### config.mk
export PLATFORM = sky130hd
export DESIGN_NAME = gsc_top
export DESIGN_NICKNAME = d
export VERILOG_FILES = /design/src/gsc_pkg.sv /design/src/gsc_pin_sync.sv /design/src/gsc_test_mux.sv /design/src/gsc_top.sv
export VERILOG_INCLUDE_DIRS = /design/src
export SDC_FILE = /design/constraint.sdc
export NUM_CORES = 1
export LEC_CHECK = 0
export ABC_CLOCK_PERIOD_IN_PS = 2100
export BUFFER_PORTS_ARGS = -buffer_cell sky130_fd_sc_hd__buf_2
export CELL_PAD_IN_SITES_DETAIL_PLACEMENT = 0
export CELL_PAD_IN_SITES_GLOBAL_PLACEMENT = 1
export CORE_ASPECT_RATIO = 0.8
export CORE_MARGIN = 2
export CORE_UTILIZATION = 39
export DETAILED_ROUTE_END_ITERATION = 10
export PLACE_DENSITY = 0.82
export SLEW_MARGIN = 40
export SYNTH_ARGS = -nofsm -noshare
export SYNTH_HDL_FRONTEND = slang
export SYNTH_SLANG_ARGS = --single-unit
### constraint.sdc
create_clock -name clk_sys -period 2.1 [get_ports clk_sys]
set_input_delay 0.525 -clock clk_sys [delete_from_list [all_inputs] [get_ports clk_sys]]
set_output_delay 0.525 -clock clk_sys [all_outputs]
set_load 0.005 [all_outputs]
### src/gsc_consts.svh
// register offsets, field positions, reset values and select codes
`ifndef GSC_CONSTS_SVH
`define GSC_CONSTS_SVH

`define GSC_ADDR_W 12
`define GSC_DATA_W 16

`define GSC_GENCFG_ADDR 12'h001
`define GSC_EXTSYNC_ADDR 12'h002

`define GSC_BIT_OSC_LOAD 0
`define GSC_BIT_CNT_LOAD 1
`define GSC_BIT_QUEUE_RST 2
`define GSC_BIT_DELAY_LO 3
`define GSC_BIT_DELAY_HI 6
`define GSC_BIT_PATTERN 7
`define GSC_BIT_VER_LO 8
`define GSC_BIT_VER_HI 11
`define GSC_BIT_SPARE_LO 12
`define GSC_BIT_SPARE_HI 13

`define GSC_RSVD_READ 2'b10
`define GSC_DELAY_RESET 4'h0
`define GSC_SPARE_RESET 2'b00

`define GSC_BIT_EN_LO 0
`define GSC_BIT_EN_HI 4
`define GSC_BIT_SEL_LO 5
`define GSC_BIT_SEL_HI 9
`define GSC_EXT_EN_RESET 5'h0f
`define GSC_SEL_RESET 5'h00

`define GSC_SEL_HIZ 5'h00
`define GSC_SEL_DCLK16 5'h01
`define GSC_SEL_RELEASE 5'h02
`define GSC_SEL_PIN 5'h03
`define GSC_SEL_MISR 5'h04
`define GSC_SEL_DLL 5'h05
`define GSC_STROBE_COUNT 16

`endif

### src/gsc_pkg.sv
// types shared by the global sync control block
package gsc_pkg;

  typedef struct packed {
    logic pattern;
    logic queue_reset;
    logic counter_load;
    logic oscillator_load;
  } gsc_pulse_t;

  typedef struct packed {
    logic sixth;
    logic fifth;
    logic fourth;
    logic third;
  } gsc_delay_t;

  // same order as the enable bits 4..0
  typedef struct packed {
    logic dataclock;
    logic pattern;
    logic oscillator;
    logic counter_load;
    logic queue_reset;
  } gsc_sync_set_t;

  typedef struct packed {
    logic [15:0] fifo_read_strobe;
    logic dll_lock;
    logic misr_sample;
    logic fifo_release;
    logic data_clock_div_sixteen;
  } gsc_test_src_t;

  typedef struct packed {
    gsc_pulse_t pulse;
    gsc_delay_t delay;
    logic [1:0] spare;
    gsc_sync_set_t pin_en;
    logic [4:0] test_output_select;
    gsc_sync_set_t pin_ev;
    logic [15:0] rdata;
  } gsc_state_t;

endpackage

### src/gsc_pin_sync.sv
// two-flop synchroniser and rising-edge detect for the timing pulse pin
`timescale 1ns/1ns
module gsc_pin_sync (
  // clock and reset
  input wire logic clk_sys,
  input wire logic sys_rst,
  // pin
  input wire logic pin_raw,
  // synchronised view
  output logic synced_level,
  output logic rise
);

  typedef struct packed {
    logic meta;
    logic sync;
    logic prev;
  } gsc_sync_state_t;

  gsc_sync_state_t state_q, state_d;

  always_comb begin
    state_d = state_q;
    state_d.meta = pin_raw;
    state_d.sync = state_q.meta;
    state_d.prev = state_q.sync;
  end

  always_ff @(posedge clk_sys) begin
    if (sys_rst) begin
      state_q <= '0;
    end else begin
      state_q <= state_d;
    end
  end

  assign synced_level = state_q.sync;
  assign rise = state_q.sync & ~state_q.prev;

  AST_PIN_RISE: assert property (
    @(posedge clk_sys) disable iff (sys_rst)
    ($rose(pin_raw) ##1 pin_raw [*2]) |-> rise)
    else $error("held pin pulse gave no synchronised edge");

endmodule // gsc_pin_sync

### src/gsc_test_mux.sv
// registered selector for the digital test output pin
`timescale 1ns/1ns
`include "gsc_consts.svh"
module gsc_test_mux
  import gsc_pkg::*;
(
  // clock and reset
  input wire logic clk_sys,
  input wire logic sys_rst,
  // selection
  input wire logic [4:0] test_output_select,
  input wire logic synced_timing_pulse,
  input wire gsc_test_src_t test_src,
  // pin
  output logic test_pin_out,
  output logic test_pin_oe
);

  typedef struct packed {
    gsc_test_src_t meta;
    gsc_test_src_t sync;
    logic out;
    logic oe;
  } gsc_mux_state_t;

  gsc_mux_state_t state_q, state_d;

  always_comb begin
    state_d = state_q;
    state_d.meta = test_src;
    state_d.sync = state_q.meta;
    state_d.out = 1'b0;
    state_d.oe = 1'b1;
    unique case (test_output_select)
      `GSC_SEL_HIZ: state_d.oe = 1'b0;
      `GSC_SEL_DCLK16: state_d.out = state_q.sync.data_clock_div_sixteen;
      `GSC_SEL_RELEASE: state_d.out = state_q.sync.fifo_release;
      `GSC_SEL_PIN: state_d.out = synced_timing_pulse;
      `GSC_SEL_MISR: state_d.out = state_q.sync.misr_sample;
      `GSC_SEL_DLL: state_d.out = state_q.sync.dll_lock;
      default: begin
        if (test_output_select[4]) begin
          state_d.out = state_q.sync.fifo_read_strobe[test_output_select[3:0]];
        end else begin
          state_d.oe = 1'b0;
        end
      end
    endcase
  end

  always_ff @(posedge clk_sys) begin
    if (sys_rst) begin
      state_q <= '0;
    end else begin
      state_q <= state_d;
    end
  end

  assign test_pin_out = state_q.out;
  assign test_pin_oe = state_q.oe;

  AST_TEST_HIZ: assert property (
    @(posedge clk_sys) disable iff (sys_rst)
    (test_output_select == `GSC_SEL_HIZ) |=> !test_pin_oe)
    else $error("test pin driven while high impedance selected");

  AST_TEST_DCLK: assert property (
    @(posedge clk_sys) disable iff (sys_rst)
    (test_output_select == `GSC_SEL_DCLK16) |=>
      (test_pin_oe && test_pin_out == $past(state_q.sync.data_clock_div_sixteen)))
    else $error("test pin does not follow divided data clock");

  AST_TEST_STROBE: assert property (
    @(posedge clk_sys) disable iff (sys_rst)
    test_output_select[4] |=>
      (test_pin_oe &&
       test_pin_out == $past(state_q.sync.fifo_read_strobe[test_output_select[3:0]])))
    else $error("test pin does not follow selected read strobe");

endmodule // gsc_test_mux

### src/gsc_top.sv
// global configuration and external sync control register bank
//
// Our own choice: strobed register access.
`timescale 1ns/1ns
`include "gsc_consts.svh"
module gsc_top
  import gsc_pkg::*;
#(
  // arbitrary values
  parameter logic [3:0] SILICON_VERSION = 4'h6,
  parameter logic [3:0] PREPROD_VERSION = 4'hf,
  parameter logic PRE_PRODUCTION = 1'b0
) (
  // clock and reset
  input wire logic clk_sys,
  input wire logic sys_rst,
  // register port
  input wire logic [`GSC_ADDR_W-1:0] reg_addr,
  input wire logic [`GSC_DATA_W-1:0] reg_wdata,
  input wire logic reg_wr,
  input wire logic reg_rd,
  output logic [`GSC_DATA_W-1:0] reg_rdata,
  // timing pulse pin
  input wire logic external_timing_pulse_pin,
  // test observation sources
  input wire gsc_test_src_t test_src,
  // test pin
  output logic test_pin_out,
  output logic test_pin_oe,
  // global pulses from software
  output gsc_pulse_t global_pulse,
  // delay stage enables
  output gsc_delay_t delay_enable,
  // pin sync events
  output gsc_sync_set_t pin_sync_event
);

  ////////////////////////////////////////////////////////////////////////////
  // decoding

  function automatic logic is_gencfg(input logic [`GSC_ADDR_W-1:0] addr);
    is_gencfg = (addr == `GSC_GENCFG_ADDR);
  endfunction

  function automatic logic is_extsync(input logic [`GSC_ADDR_W-1:0] addr);
    is_extsync = (addr == `GSC_EXTSYNC_ADDR);
  endfunction

  function automatic logic [3:0] reported_version(input logic pre);
    reported_version = pre ? PREPROD_VERSION : SILICON_VERSION;
  endfunction

  ////////////////////////////////////////////////////////////////////////////
  // state

  gsc_state_t state_q, state_d;
  logic wr_gen;
  logic wr_ext;
  logic rd_gen;
  logic rd_ext;
  logic synced_timing_pulse;
  logic pin_rise;

  assign wr_gen = reg_wr & is_gencfg(reg_addr);
  assign wr_ext = reg_wr & is_extsync(reg_addr);
  assign rd_gen = reg_rd & is_gencfg(reg_addr);
  assign rd_ext = reg_rd & is_extsync(reg_addr);

  ////////////////////////////////////////////////////////////////////////////
  // pin synchroniser

  gsc_pin_sync u_pin_sync (
    .clk_sys(clk_sys),
    .sys_rst(sys_rst),
    .pin_raw(external_timing_pulse_pin),
    .synced_level(synced_timing_pulse),
    .rise(pin_rise)
  );

  ////////////////////////////////////////////////////////////////////////////
  // next state

  always_comb begin
    state_d = state_q;
    // pulses last one cycle unless written again
    state_d.pulse = '0;
    if (wr_gen) begin
      state_d.pulse.pattern = reg_wdata[`GSC_BIT_PATTERN];
      state_d.pulse.queue_reset = reg_wdata[`GSC_BIT_QUEUE_RST];
      state_d.pulse.counter_load = reg_wdata[`GSC_BIT_CNT_LOAD];
      state_d.pulse.oscillator_load = reg_wdata[`GSC_BIT_OSC_LOAD];
      state_d.delay = reg_wdata[`GSC_BIT_DELAY_HI:`GSC_BIT_DELAY_LO];
      state_d.spare = reg_wdata[`GSC_BIT_SPARE_HI:`GSC_BIT_SPARE_LO];
    end
    if (wr_ext) begin
      state_d.pin_en = reg_wdata[`GSC_BIT_EN_HI:`GSC_BIT_EN_LO];
      state_d.test_output_select = reg_wdata[`GSC_BIT_SEL_HI:`GSC_BIT_SEL_LO];
    end
    // pin edge gated by each enable
    state_d.pin_ev.dataclock = pin_rise & state_q.pin_en.dataclock;
    state_d.pin_ev.pattern = pin_rise & state_q.pin_en.pattern;
    state_d.pin_ev.oscillator = pin_rise & state_q.pin_en.oscillator;
    state_d.pin_ev.counter_load = pin_rise & state_q.pin_en.counter_load;
    state_d.pin_ev.queue_reset = pin_rise & state_q.pin_en.queue_reset;
    // read data stands for one cycle only
    state_d.rdata = '0;
    if (rd_gen) begin
      state_d.rdata = {
        `GSC_RSVD_READ,
        state_q.spare,
        reported_version(PRE_PRODUCTION),
        1'b0,
        state_q.delay,
        3'b000
      };
    end else if (rd_ext) begin
      state_d.rdata = {
        6'h00,
        state_q.test_output_select,
        state_q.pin_en
      };
    end
  end

  ////////////////////////////////////////////////////////////////////////////
  // registers

  always_ff @(posedge clk_sys) begin
    if (sys_rst) begin
      state_q.pulse <= '0;
      state_q.delay <= `GSC_DELAY_RESET;
      state_q.spare <= `GSC_SPARE_RESET;
      state_q.pin_en <= `GSC_EXT_EN_RESET;
      state_q.test_output_select <= `GSC_SEL_RESET;
      state_q.pin_ev <= '0;
      state_q.rdata <= '0;
    end else begin
      state_q <= state_d;
    end
  end

  ////////////////////////////////////////////////////////////////////////////
  // test pin

  gsc_test_mux u_test_mux (
    .clk_sys(clk_sys),
    .sys_rst(sys_rst),
    .test_output_select(state_q.test_output_select),
    .synced_timing_pulse(synced_timing_pulse),
    .test_src(test_src),
    .test_pin_out(test_pin_out),
    .test_pin_oe(test_pin_oe)
  );

  ////////////////////////////////////////////////////////////////////////////
  // outputs

  assign reg_rdata = state_q.rdata;
  assign global_pulse = state_q.pulse;
  assign delay_enable = state_q.delay;
  assign pin_sync_event = state_q.pin_ev;

  ////////////////////////////////////////////////////////////////////////////
  // checks

  AST_VERSION_READ: assert property (
    @(posedge clk_sys) disable iff (sys_rst)
    rd_gen |=>
      (reg_rdata[`GSC_BIT_VER_HI:`GSC_BIT_VER_LO] == reported_version(PRE_PRODUCTION)))
    else $error("version field reads wrong");

  AST_PREPROD_DISTINCT: assert property (
    @(posedge clk_sys) disable iff (sys_rst)
    (rd_gen && PRE_PRODUCTION) |=>
      (reg_rdata[`GSC_BIT_VER_HI:`GSC_BIT_VER_LO] == PREPROD_VERSION))
    else $error("pre-production part reports a production version");

  AST_PATTERN_PULSE: assert property (
    @(posedge clk_sys) disable iff (sys_rst)
    global_pulse.pattern == $past(wr_gen && reg_wdata[`GSC_BIT_PATTERN]))
    else $error("pattern sync pulse does not match write");

  AST_QUEUE_PULSE: assert property (
    @(posedge clk_sys) disable iff (sys_rst)
    (wr_gen && reg_wdata[`GSC_BIT_QUEUE_RST]) ##1 !wr_gen |=>
      (!global_pulse.queue_reset && $past(global_pulse.queue_reset)))
    else $error("queue reset pulse not a single cycle");

  AST_COUNTER_PULSE: assert property (
    @(posedge clk_sys) disable iff (sys_rst)
    $rose(global_pulse.counter_load) |->
      $past(wr_gen && reg_wdata[`GSC_BIT_CNT_LOAD]))
    else $error("counter load pulse without a write");

  AST_OSC_PULSE: assert property (
    @(posedge clk_sys) disable iff (sys_rst)
    (wr_gen && reg_wdata[`GSC_BIT_OSC_LOAD]) |=> global_pulse.oscillator_load)
    else $error("oscillator load pulse missing");

  AST_DELAY_WRITE: assert property (
    @(posedge clk_sys) disable iff (sys_rst)
    wr_gen |=>
      (delay_enable == $past(reg_wdata[`GSC_BIT_DELAY_HI:`GSC_BIT_DELAY_LO])))
    else $error("delay enables not written");

  AST_DELAY_HOLD: assert property (
    @(posedge clk_sys) disable iff (sys_rst)
    !wr_gen |=> $stable(delay_enable))
    else $error("delay enables changed without a write");

  AST_ZERO_NO_PULSE: assert property (
    @(posedge clk_sys) disable iff (sys_rst)
    !(wr_gen && reg_wdata[`GSC_BIT_OSC_LOAD]) |=> !global_pulse.oscillator_load)
    else $error("oscillator pulse without a written one");

  AST_PULSE_READS_ZERO: assert property (
    @(posedge clk_sys) disable iff (sys_rst)
    rd_gen |=>
      (reg_rdata[`GSC_BIT_PATTERN] == 1'b0 &&
       reg_rdata[`GSC_BIT_QUEUE_RST:`GSC_BIT_OSC_LOAD] == 3'b000))
    else $error("pulse bit reads back as one");

  AST_PIN_DATACLOCK: assert property (
    @(posedge clk_sys) disable iff (sys_rst)
    pin_sync_event.dataclock == $past(pin_rise && state_q.pin_en.dataclock))
    else $error("data clock re-align event wrong");

  AST_PIN_PATTERN: assert property (
    @(posedge clk_sys) disable iff (sys_rst)
    (pin_rise && state_q.pin_en.pattern) |=> pin_sync_event.pattern)
    else $error("pattern sync from pin missing");

  AST_PIN_OSC: assert property (
    @(posedge clk_sys) disable iff (sys_rst)
    (pin_rise && !state_q.pin_en.oscillator) |=> !pin_sync_event.oscillator)
    else $error("oscillator sync from pin while disabled");

  AST_PIN_COUNTER: assert property (
    @(posedge clk_sys) disable iff (sys_rst)
    pin_sync_event.counter_load |-> $past(pin_rise && state_q.pin_en.counter_load))
    else $error("counter load event without enabled pin edge");

  AST_PIN_QUEUE: assert property (
    @(posedge clk_sys) disable iff (sys_rst)
    ($rose(external_timing_pulse_pin) ##1 external_timing_pulse_pin [*2] ##0
     state_q.pin_en.queue_reset) |=> pin_sync_event.queue_reset)
    else $error("queue reset from pin missing");

  AST_EXT_READ: assert property (
    @(posedge clk_sys) disable iff (sys_rst)
    wr_ext ##1 rd_ext |=>
      (reg_rdata[`GSC_BIT_SEL_HI:`GSC_BIT_SEL_LO] ==
       $past(reg_wdata[`GSC_BIT_SEL_HI:`GSC_BIT_SEL_LO], 2)))
    else $error("test select does not read back");

  AST_RDATA_IDLE: assert property (
    @(posedge clk_sys) disable iff (sys_rst)
    !reg_rd |=> (reg_rdata == 16'h0000))
    else $error("read data stands outside the read answer cycle");

  AST_QUEUE_WRITE: assert property (
    @(posedge clk_sys) disable iff (sys_rst)
    (wr_gen && reg_wdata[`GSC_BIT_QUEUE_RST]) |=> global_pulse.queue_reset)
    else $error("queue reset pulse missing");

  AST_COUNTER_WRITE: assert property (
    @(posedge clk_sys) disable iff (sys_rst)
    (wr_gen && reg_wdata[`GSC_BIT_CNT_LOAD]) |=> global_pulse.counter_load)
    else $error("counter load pulse missing");

  AST_PATTERN_SINGLE: assert property (
    @(posedge clk_sys) disable iff (sys_rst)
    (wr_gen && reg_wdata[`GSC_BIT_PATTERN]) ##1 !wr_gen |=> !global_pulse.pattern)
    else $error("pattern sync pulse longer than one cycle");

  AST_OSC_SINGLE: assert property (
    @(posedge clk_sys) disable iff (sys_rst)
    (global_pulse.oscillator_load && !wr_gen) |=> !global_pulse.oscillator_load)
    else $error("oscillator load pulse longer than one cycle");

  AST_ZERO_ALL: assert property (
    @(posedge clk_sys) disable iff (sys_rst)
    !wr_gen |=> (global_pulse == '0))
    else $error("global pulse without a write");

  AST_EN_WRITE: assert property (
    @(posedge clk_sys) disable iff (sys_rst)
    wr_ext |=> (state_q.pin_en == $past(reg_wdata[`GSC_BIT_EN_HI:`GSC_BIT_EN_LO])))
    else $error("pin sync enables not written");

  AST_EN_HOLD: assert property (
    @(posedge clk_sys) disable iff (sys_rst)
    !wr_ext |=> $stable(state_q.pin_en))
    else $error("pin sync enables changed without a write");

  AST_SEL_WRITE: assert property (
    @(posedge clk_sys) disable iff (sys_rst)
    wr_ext |=> (state_q.test_output_select == $past(reg_wdata[`GSC_BIT_SEL_HI:`GSC_BIT_SEL_LO])))
    else $error("test select not written");

  AST_EXT_READ_NOW: assert property (
    @(posedge clk_sys) disable iff (sys_rst)
    rd_ext |=>
      (reg_rdata == {6'h00, $past(state_q.test_output_select), $past(state_q.pin_en)}))
    else $error("external sync register reads wrong");

  AST_PIN_OSC_ON: assert property (
    @(posedge clk_sys) disable iff (sys_rst)
    (pin_rise && state_q.pin_en.oscillator) |=> pin_sync_event.oscillator)
    else $error("oscillator sync from pin missing");

  AST_PIN_COUNTER_ON: assert property (
    @(posedge clk_sys) disable iff (sys_rst)
    (pin_rise && state_q.pin_en.counter_load) |=> pin_sync_event.counter_load)
    else $error("counter load from pin missing");

  AST_PIN_PATTERN_OFF: assert property (
    @(posedge clk_sys) disable iff (sys_rst)
    (pin_rise && !state_q.pin_en.pattern) |=> !pin_sync_event.pattern)
    else $error("pattern sync from pin while disabled");

  AST_PIN_QUEUE_OFF: assert property (
    @(posedge clk_sys) disable iff (sys_rst)
    (pin_rise && !state_q.pin_en.queue_reset) |=> !pin_sync_event.queue_reset)
    else $error("queue reset from pin while disabled");

  AST_PIN_SINGLE: assert property (
    @(posedge clk_sys) disable iff (sys_rst)
    (pin_sync_event != '0) |=> (pin_sync_event == '0))
    else $error("pin sync event longer than one cycle");

endmodule // gsc_top

# Word level (Yosys, flattened, before mapping)
# Index checks and enable logic that the tools add are counted.
[classes]
order_cmp = 1
n_eq_ne = 7
mux = 8
bitwise_logic = 13
reduce_logical = 5
[op_table]
columns = ["operator", "count"]
rows = [
  ["$mux W16", 1],
  ["$eq A12 B1 Y1 const B", 1],
  ["$eq A12 B2 Y1 const B", 1],
  ["$and A1 B1 Y1", 10],
  ["$eq A5 B2 Y1 const B", 2],
  ["$eq A5 B3 Y1 const B", 2],
  ["$mux W10", 1],
  ["$pmux W1 S6", 1],
  ["$eq A5 B1 Y1 const B", 1],
  ["$logic_not A5 Y1", 1],
  ["$lt A4 B5 Y1 const B", 1],
  ["$reduce_or A5 Y1", 1],
  ["$bmux W1 S4", 1],
  ["$reduce_or A2 Y1", 2],
  ["$mux W1", 3],
  ["$not A1 Y1", 3],
  ["$reduce_or A3 Y1", 1],
  ["$pmux W1 S2", 1],
]
[totals]
regBits = 86
output_inout_bits = 31
elab_cells = 72

# Depth between registers and ports, before layout
[depth]
ltp_word = 4
mapped_depth = 5
depth_no_buf = 4

# Hierarchy
# Synthesis repeated with hierarchy kept, for this count alone.
[unflattened]
cells_unflattened = 271
area_unflattened_um2 = 3100.5
[modules_own_cells]
columns = ["mod", "n_inst", "cells_per_inst", "area_per_inst_um2", "seq_area_each_um2"]
rows = [
  ["gsc_top", 1, 153, 1660.3, 760.7],
  ["gsc_test_mux", 1, 111, 1352.5, 840.8],
  ["gsc_pin_sync", 1, 7, 87.6, 60.1],
]

# Least setup slack after synthesis
# Ideal clock, no wire load.
[synth_path]
kind = "input port to flip-flop"
start = "input port reg_addr[9]"
end = "register state_q, in the netlist global_pulse[0]"
arrival_time_ps = 1539
slack_ps = 488
cell_stages = 5
path_buffers = 1
path_cell_list = "nor4_4 -> nand4_4 -> or2_0 -> buf_2 -> nor3b_2"
[synth_via]
elab_chain_len = 4
[synth_rtl]
columns = ["item", "line", "text"]
rows = [
  ["from (decl)", "gsc_top.sv:18", "input wire logic [`GSC_ADDR_W-1:0] reg_addr,"],
  ["$eq A12 B1 Y1 (no line)", "-", ""],
  ["$and A1 B1 Y1", "gsc_top.sv:64", "assign wr_gen = reg_wr & is_gencfg(reg_addr);"],
  ["$not A1 Y1 (no line)", "-", ""],
  ["$reduce_or A2 Y1 (no line)", "-", ""],
  ["to (signal assigned)", "gsc_top.sv:138", "state_q <= state_d;"],
  ["to (decl)", "gsc_top.sv:56", "gsc_state_t state_q, state_d;"],
]
# Every way passes these cells.
# A chain may end at the register's enable or synchronous reset.

# Worst setup path in the final report
# Ends and elaborated chain as after synthesis.

==> impl_summary.md <==
Power
Sequential cells burn between 50% and 60% of the power. The net load switching power is between 0.0006 and 0.0007 W. Of the total power, the share spent switching nets is a little over a fifth.

For this design the ratio of total power to cell area is approximately 810 nW/µm². The portion of total power attributed to the clock network is 38.9%. The total leakage power is 1.47 nW. The design draws 0.00287 W. Combinational logic burns 4.7% of the power. The internal power component is about 0.0022 W. The maximum vdd ir drop is 438 µV.

Timing
In this run the tightest slew margin relative to its limit is about half. The post-layout worst setup margin is 0.419 ns. The final number of max-transition violations is 0. The worst path uses between 80% and 90% of the clock period. The number of endpoints with negative hold slack in the final report is 0. Clock skew on the completed layout was measured at 0.00992 ns.

For the pin with the worst max-slew slack, the measured transition is 0.761 ns. Setup repair after global routing left no endpoint under its margin. The accumulated negative setup slack is 0 ns. The routed design could run at a clock period as short as 1.68 ns. The maximum clock rate is 0.595 GHz. Setup violations remaining at the end of the flow were counted as 0.

Route
After detailed routing, the total wire length is 4.97 mm. The routed layout has 1866 vias. The routed length on met2 is around 2.1 mm.

Summed over all nets, wire length on met3 after detailed routing comes to approximately 450 µm. In this run the remaining antenna-violating nets after routing total 0. Dividing the detail-routed via count by the number of cells gives 4.20. The first detailed-routing pass took 4 iterations. The met1 wire length is 2.35 mm. After detailed routing, the number of remaining DRC violations is 0.

After detailed routing, no signal wire sits above met4. The number of design-rule violations left by the first detailed-router iteration is 75. The per-cell routed wire length is roughly 11 µm.

Layout
The number of antenna diodes in the final layout is 0. In the final layout, the share of cells above drive strength 1 is approximately a third. The summed area of non-filler cells in the final layout is 3530 µm².

The multi-input combinational cells in the finished layout cover a total of 1110 µm². The area taken by flip-flops and latches is 1660 µm². At the end of the flow, the number of nets in the layout was a little under 400. The final core utilization is 47.3%. The layout has 703 filler cells.

The area growth from synthesis to layout is 16.2%.

Yosys
Sorting the synthesized cells by area gives the leading types as dfxtp_1 (55%), nor2b_1 (11%), buf_4 (7.2%). Yosys printed 0 warnings. After Yosys synthesis, and, or, nand and nor cells account for 24.1% of the synthesized area. A synthesized cell averages 10.8 µm². dfxtp_1 takes more of the synthesized area than any other cell. Of the post-synthesis cell area, the dominant cell type holds 54.7%. The number of enable-type register cells in the synthesized netlist is 0. The synthesized flop and latch total is 83.

After synthesis, the share of cell area in mux cells is a little over 7%. Summing the areas of all compound-gate instances in the mapped netlist gives under 10% of the synthesized area. The post-synthesis xor/xnor area fraction is 0%.

Sequential elements use 54.7% of the synthesized area. Of the total synthesized cell area, the portion taken by full adders, half adders and majority gates is 0%. For this run, the leading register cell type out of synthesis is dfxtp_1.

The netlist uses 31 different library cells. Of all flip-flops after synthesis, the portion carrying an async set or reset was 0%. The summed instance area of the synthesized netlist is ~3000 µm².

Counting every instance in the synthesized netlist gives 281. The largest family of logic cells by synthesized area is simple AND/OR/NAND/NOR gates.

Placed design
The weighted congestion reported at the end of routability-driven placement is about 0.74. The post-placement setup slack is between 0.01 and 0.015 ns. The number of buffer cells added on primary ports is 77.

After detailed placement, the total cell area comes to 3330 µm². Summed over all nets, the half-perimeter wirelength after detailed placement is 3.63 mm.

Floorplan
The top-level port count is 84. The core region area is around 7500 µm². The starting density of the core is roughly two fifths. The number of rows in the core area is 28.

The full die area is 8520 µm². The die boundary width is 103 µm. The floorplan die height is around 83 µm.

Setup path
The nature of the critical path endpoint is a flip-flop. The path type of the worst setup path is input port to flip-flop. Along the worst path, the maximum fanout reaches 10. For the worst setup path, the data arrival time is 1.95 ns. STA classifies the critical path startpoint as an input port. Data on the critical path is required at its endpoint by 2.37 ns.

GRT
The via count of the first global-routing pass is between 1.5k and 2k. The remaining global-route overflow is 0. The number of antenna violations at the first check in global routing is 0. In the global route stage, overall resource usage came out at between 10% and 20%. Entering global routing, the biggest net connects 44 pins. The first-pass GRT wire length is 7.82 mm.

Run status
The flow ran to the end, and the final reports show no timing, DRC or antenna violations.

Clock network
The number of gates resized after CTS was 0. The sink count of the clock tree is slightly above 80. The maximum clock path buffer count is 2. The tree is rooted in a clkbuf_8.

The TritonCTS clock tree is done. Counting the buffers created by CTS gives 9. Post-CTS timing repair inserted 0 buffers for setup. Clock latency on the worst-skew pair, taken at its later pin, is 0.35 ns. CTS built an H-tree with a depth of 3. The clock edge transition at the registers on the reported setup and hold paths is 0.08 ns.

The hold-fix buffer count after cts is 0.

Hold path
The min-delay analysis places its worst path in the category input port to flip-flop.

Run
The max-capacitance violation count is 0.
-- critical path, stage by stage --
cell and delay [ns]:
buf_2 0.11, nor4_4 0.34, nand4_4 0.21, or2_0 0.51, nor3b_2 0.25
-- metrics by stage --
stage | hold WS, ns | instances
floorplan | 0.414 | 282
global placement | 0.430 | 428
detailed placement | 0.425 | 428
CTS | 0.359 | 444
global route | 0.357 | 444
finish | 0.379 | 444
-- power groups by stage --
stage               Clock (W)  Sequential [W]  Combinational [W]
CTS                   0.00115         0.00162           0.000137
finish                0.00112         0.00162           0.000135
detailed placement          0         0.00166           0.000137
global placement            0         0.00166           0.000134
global route          0.00121         0.00163           0.000152
floorplan                   0         0.00165          0.0000759
-- cell usage in the layout (no fill, tap or decap), drive strengths merged, types with 2 or more instances in the layout --
cell | netlist | layout
o21ai | 13 | 13
clkinvlp | 0 | 2
nor2 | 13 | 13
and2 | 11 | 11
nor2b | 52 | 52
nand4 | 3 | 3
nand2b | 17 | 17
clkbuf | 10 | 9
mux2i | 17 | 17
nor3 | 3 | 3
nor3b | 4 | 4
mux4 | 2 | 2
dfxtp | 83 | 83
a22o | 4 | 4
inv | 1 | 2
nand3 | 4 | 4
nor4 | 2 | 2
clkinv | 0 | 3
conb | 1 | 2
buf | 31 | 82
a211oi | 2 | 2
a21oi | 2 | 2
-- cells in the mapped netlist (6+ instances only) --
cell type and count:
o21ai_1 6, nor2_1 10, dfxtp_1 83, and2_1 11
nor2b_1 52, nand2b_1 17, mux2i_1 17, buf_4 29
clkbuf_1 10, o21ai_0 7
-- cell type report --
| type | count | share of cell area [%] |
|---|---|---|
| Inverter | 1 | 0.106 |
| Timing Repair Buffer | 82 | 12.0 |
| Clock inverter | 7 | 2.16 |
| Sequential cell | 83 | 47.0 |
| Clock buffer | 9 | 3.51 |
| Multi-Input combinational cell | 157 | 31.5 |
| Tap cell | 105 | 3.72 |
-- registers in the layout, indices dropped and copies added (netlist names) --
name,count
state_q,12
u_test_mux.test_pin_out,1
u_pin_sync.state_d,1
reg_rdata,13
delay_enable,4
global_pulse,4
pin_sync_event,5
u_test_mux.test_pin_oe,1
u_pin_sync.synced_level,1
u_pin_sync.state_q,1
u_test_mux.state_d,20
u_test_mux.state_q,20
-- layer usage --
metal / track usage (%) / vias to the layer above
met3: 6.14 / 4
met5: 0 / -
li1: - / 989
met2: 18.0 / 65
met4: 3.64 / 0
met1: 15.2 / 808
-- final timing paths --
kind         slack, ns                  start  depth (start not counted)                      end
max               0.42            reg_addr[9]                          5          global_pulse[0]
min               0.38           test_src[12]                          2   u_test_mux.state_d[14]
max reg2reg       0.70            state_q[22]                          4  u_test_mux.test_pin_out
min reg2reg       0.44  u_test_mux.state_d[5]                          1    u_test_mux.state_q[5]
-- cells by family after synthesis --
| family | after synthesis |
|---|---|
| AND/OR/NAND/NOR | 111 |
| flip-flops | 83 |
| buffers and inverters | 42 |
| AO/OA/AOI/OAI | 25 |
| multiplexers | 19 |
| other | 1 |
Power figures use the tool's default switching activity.
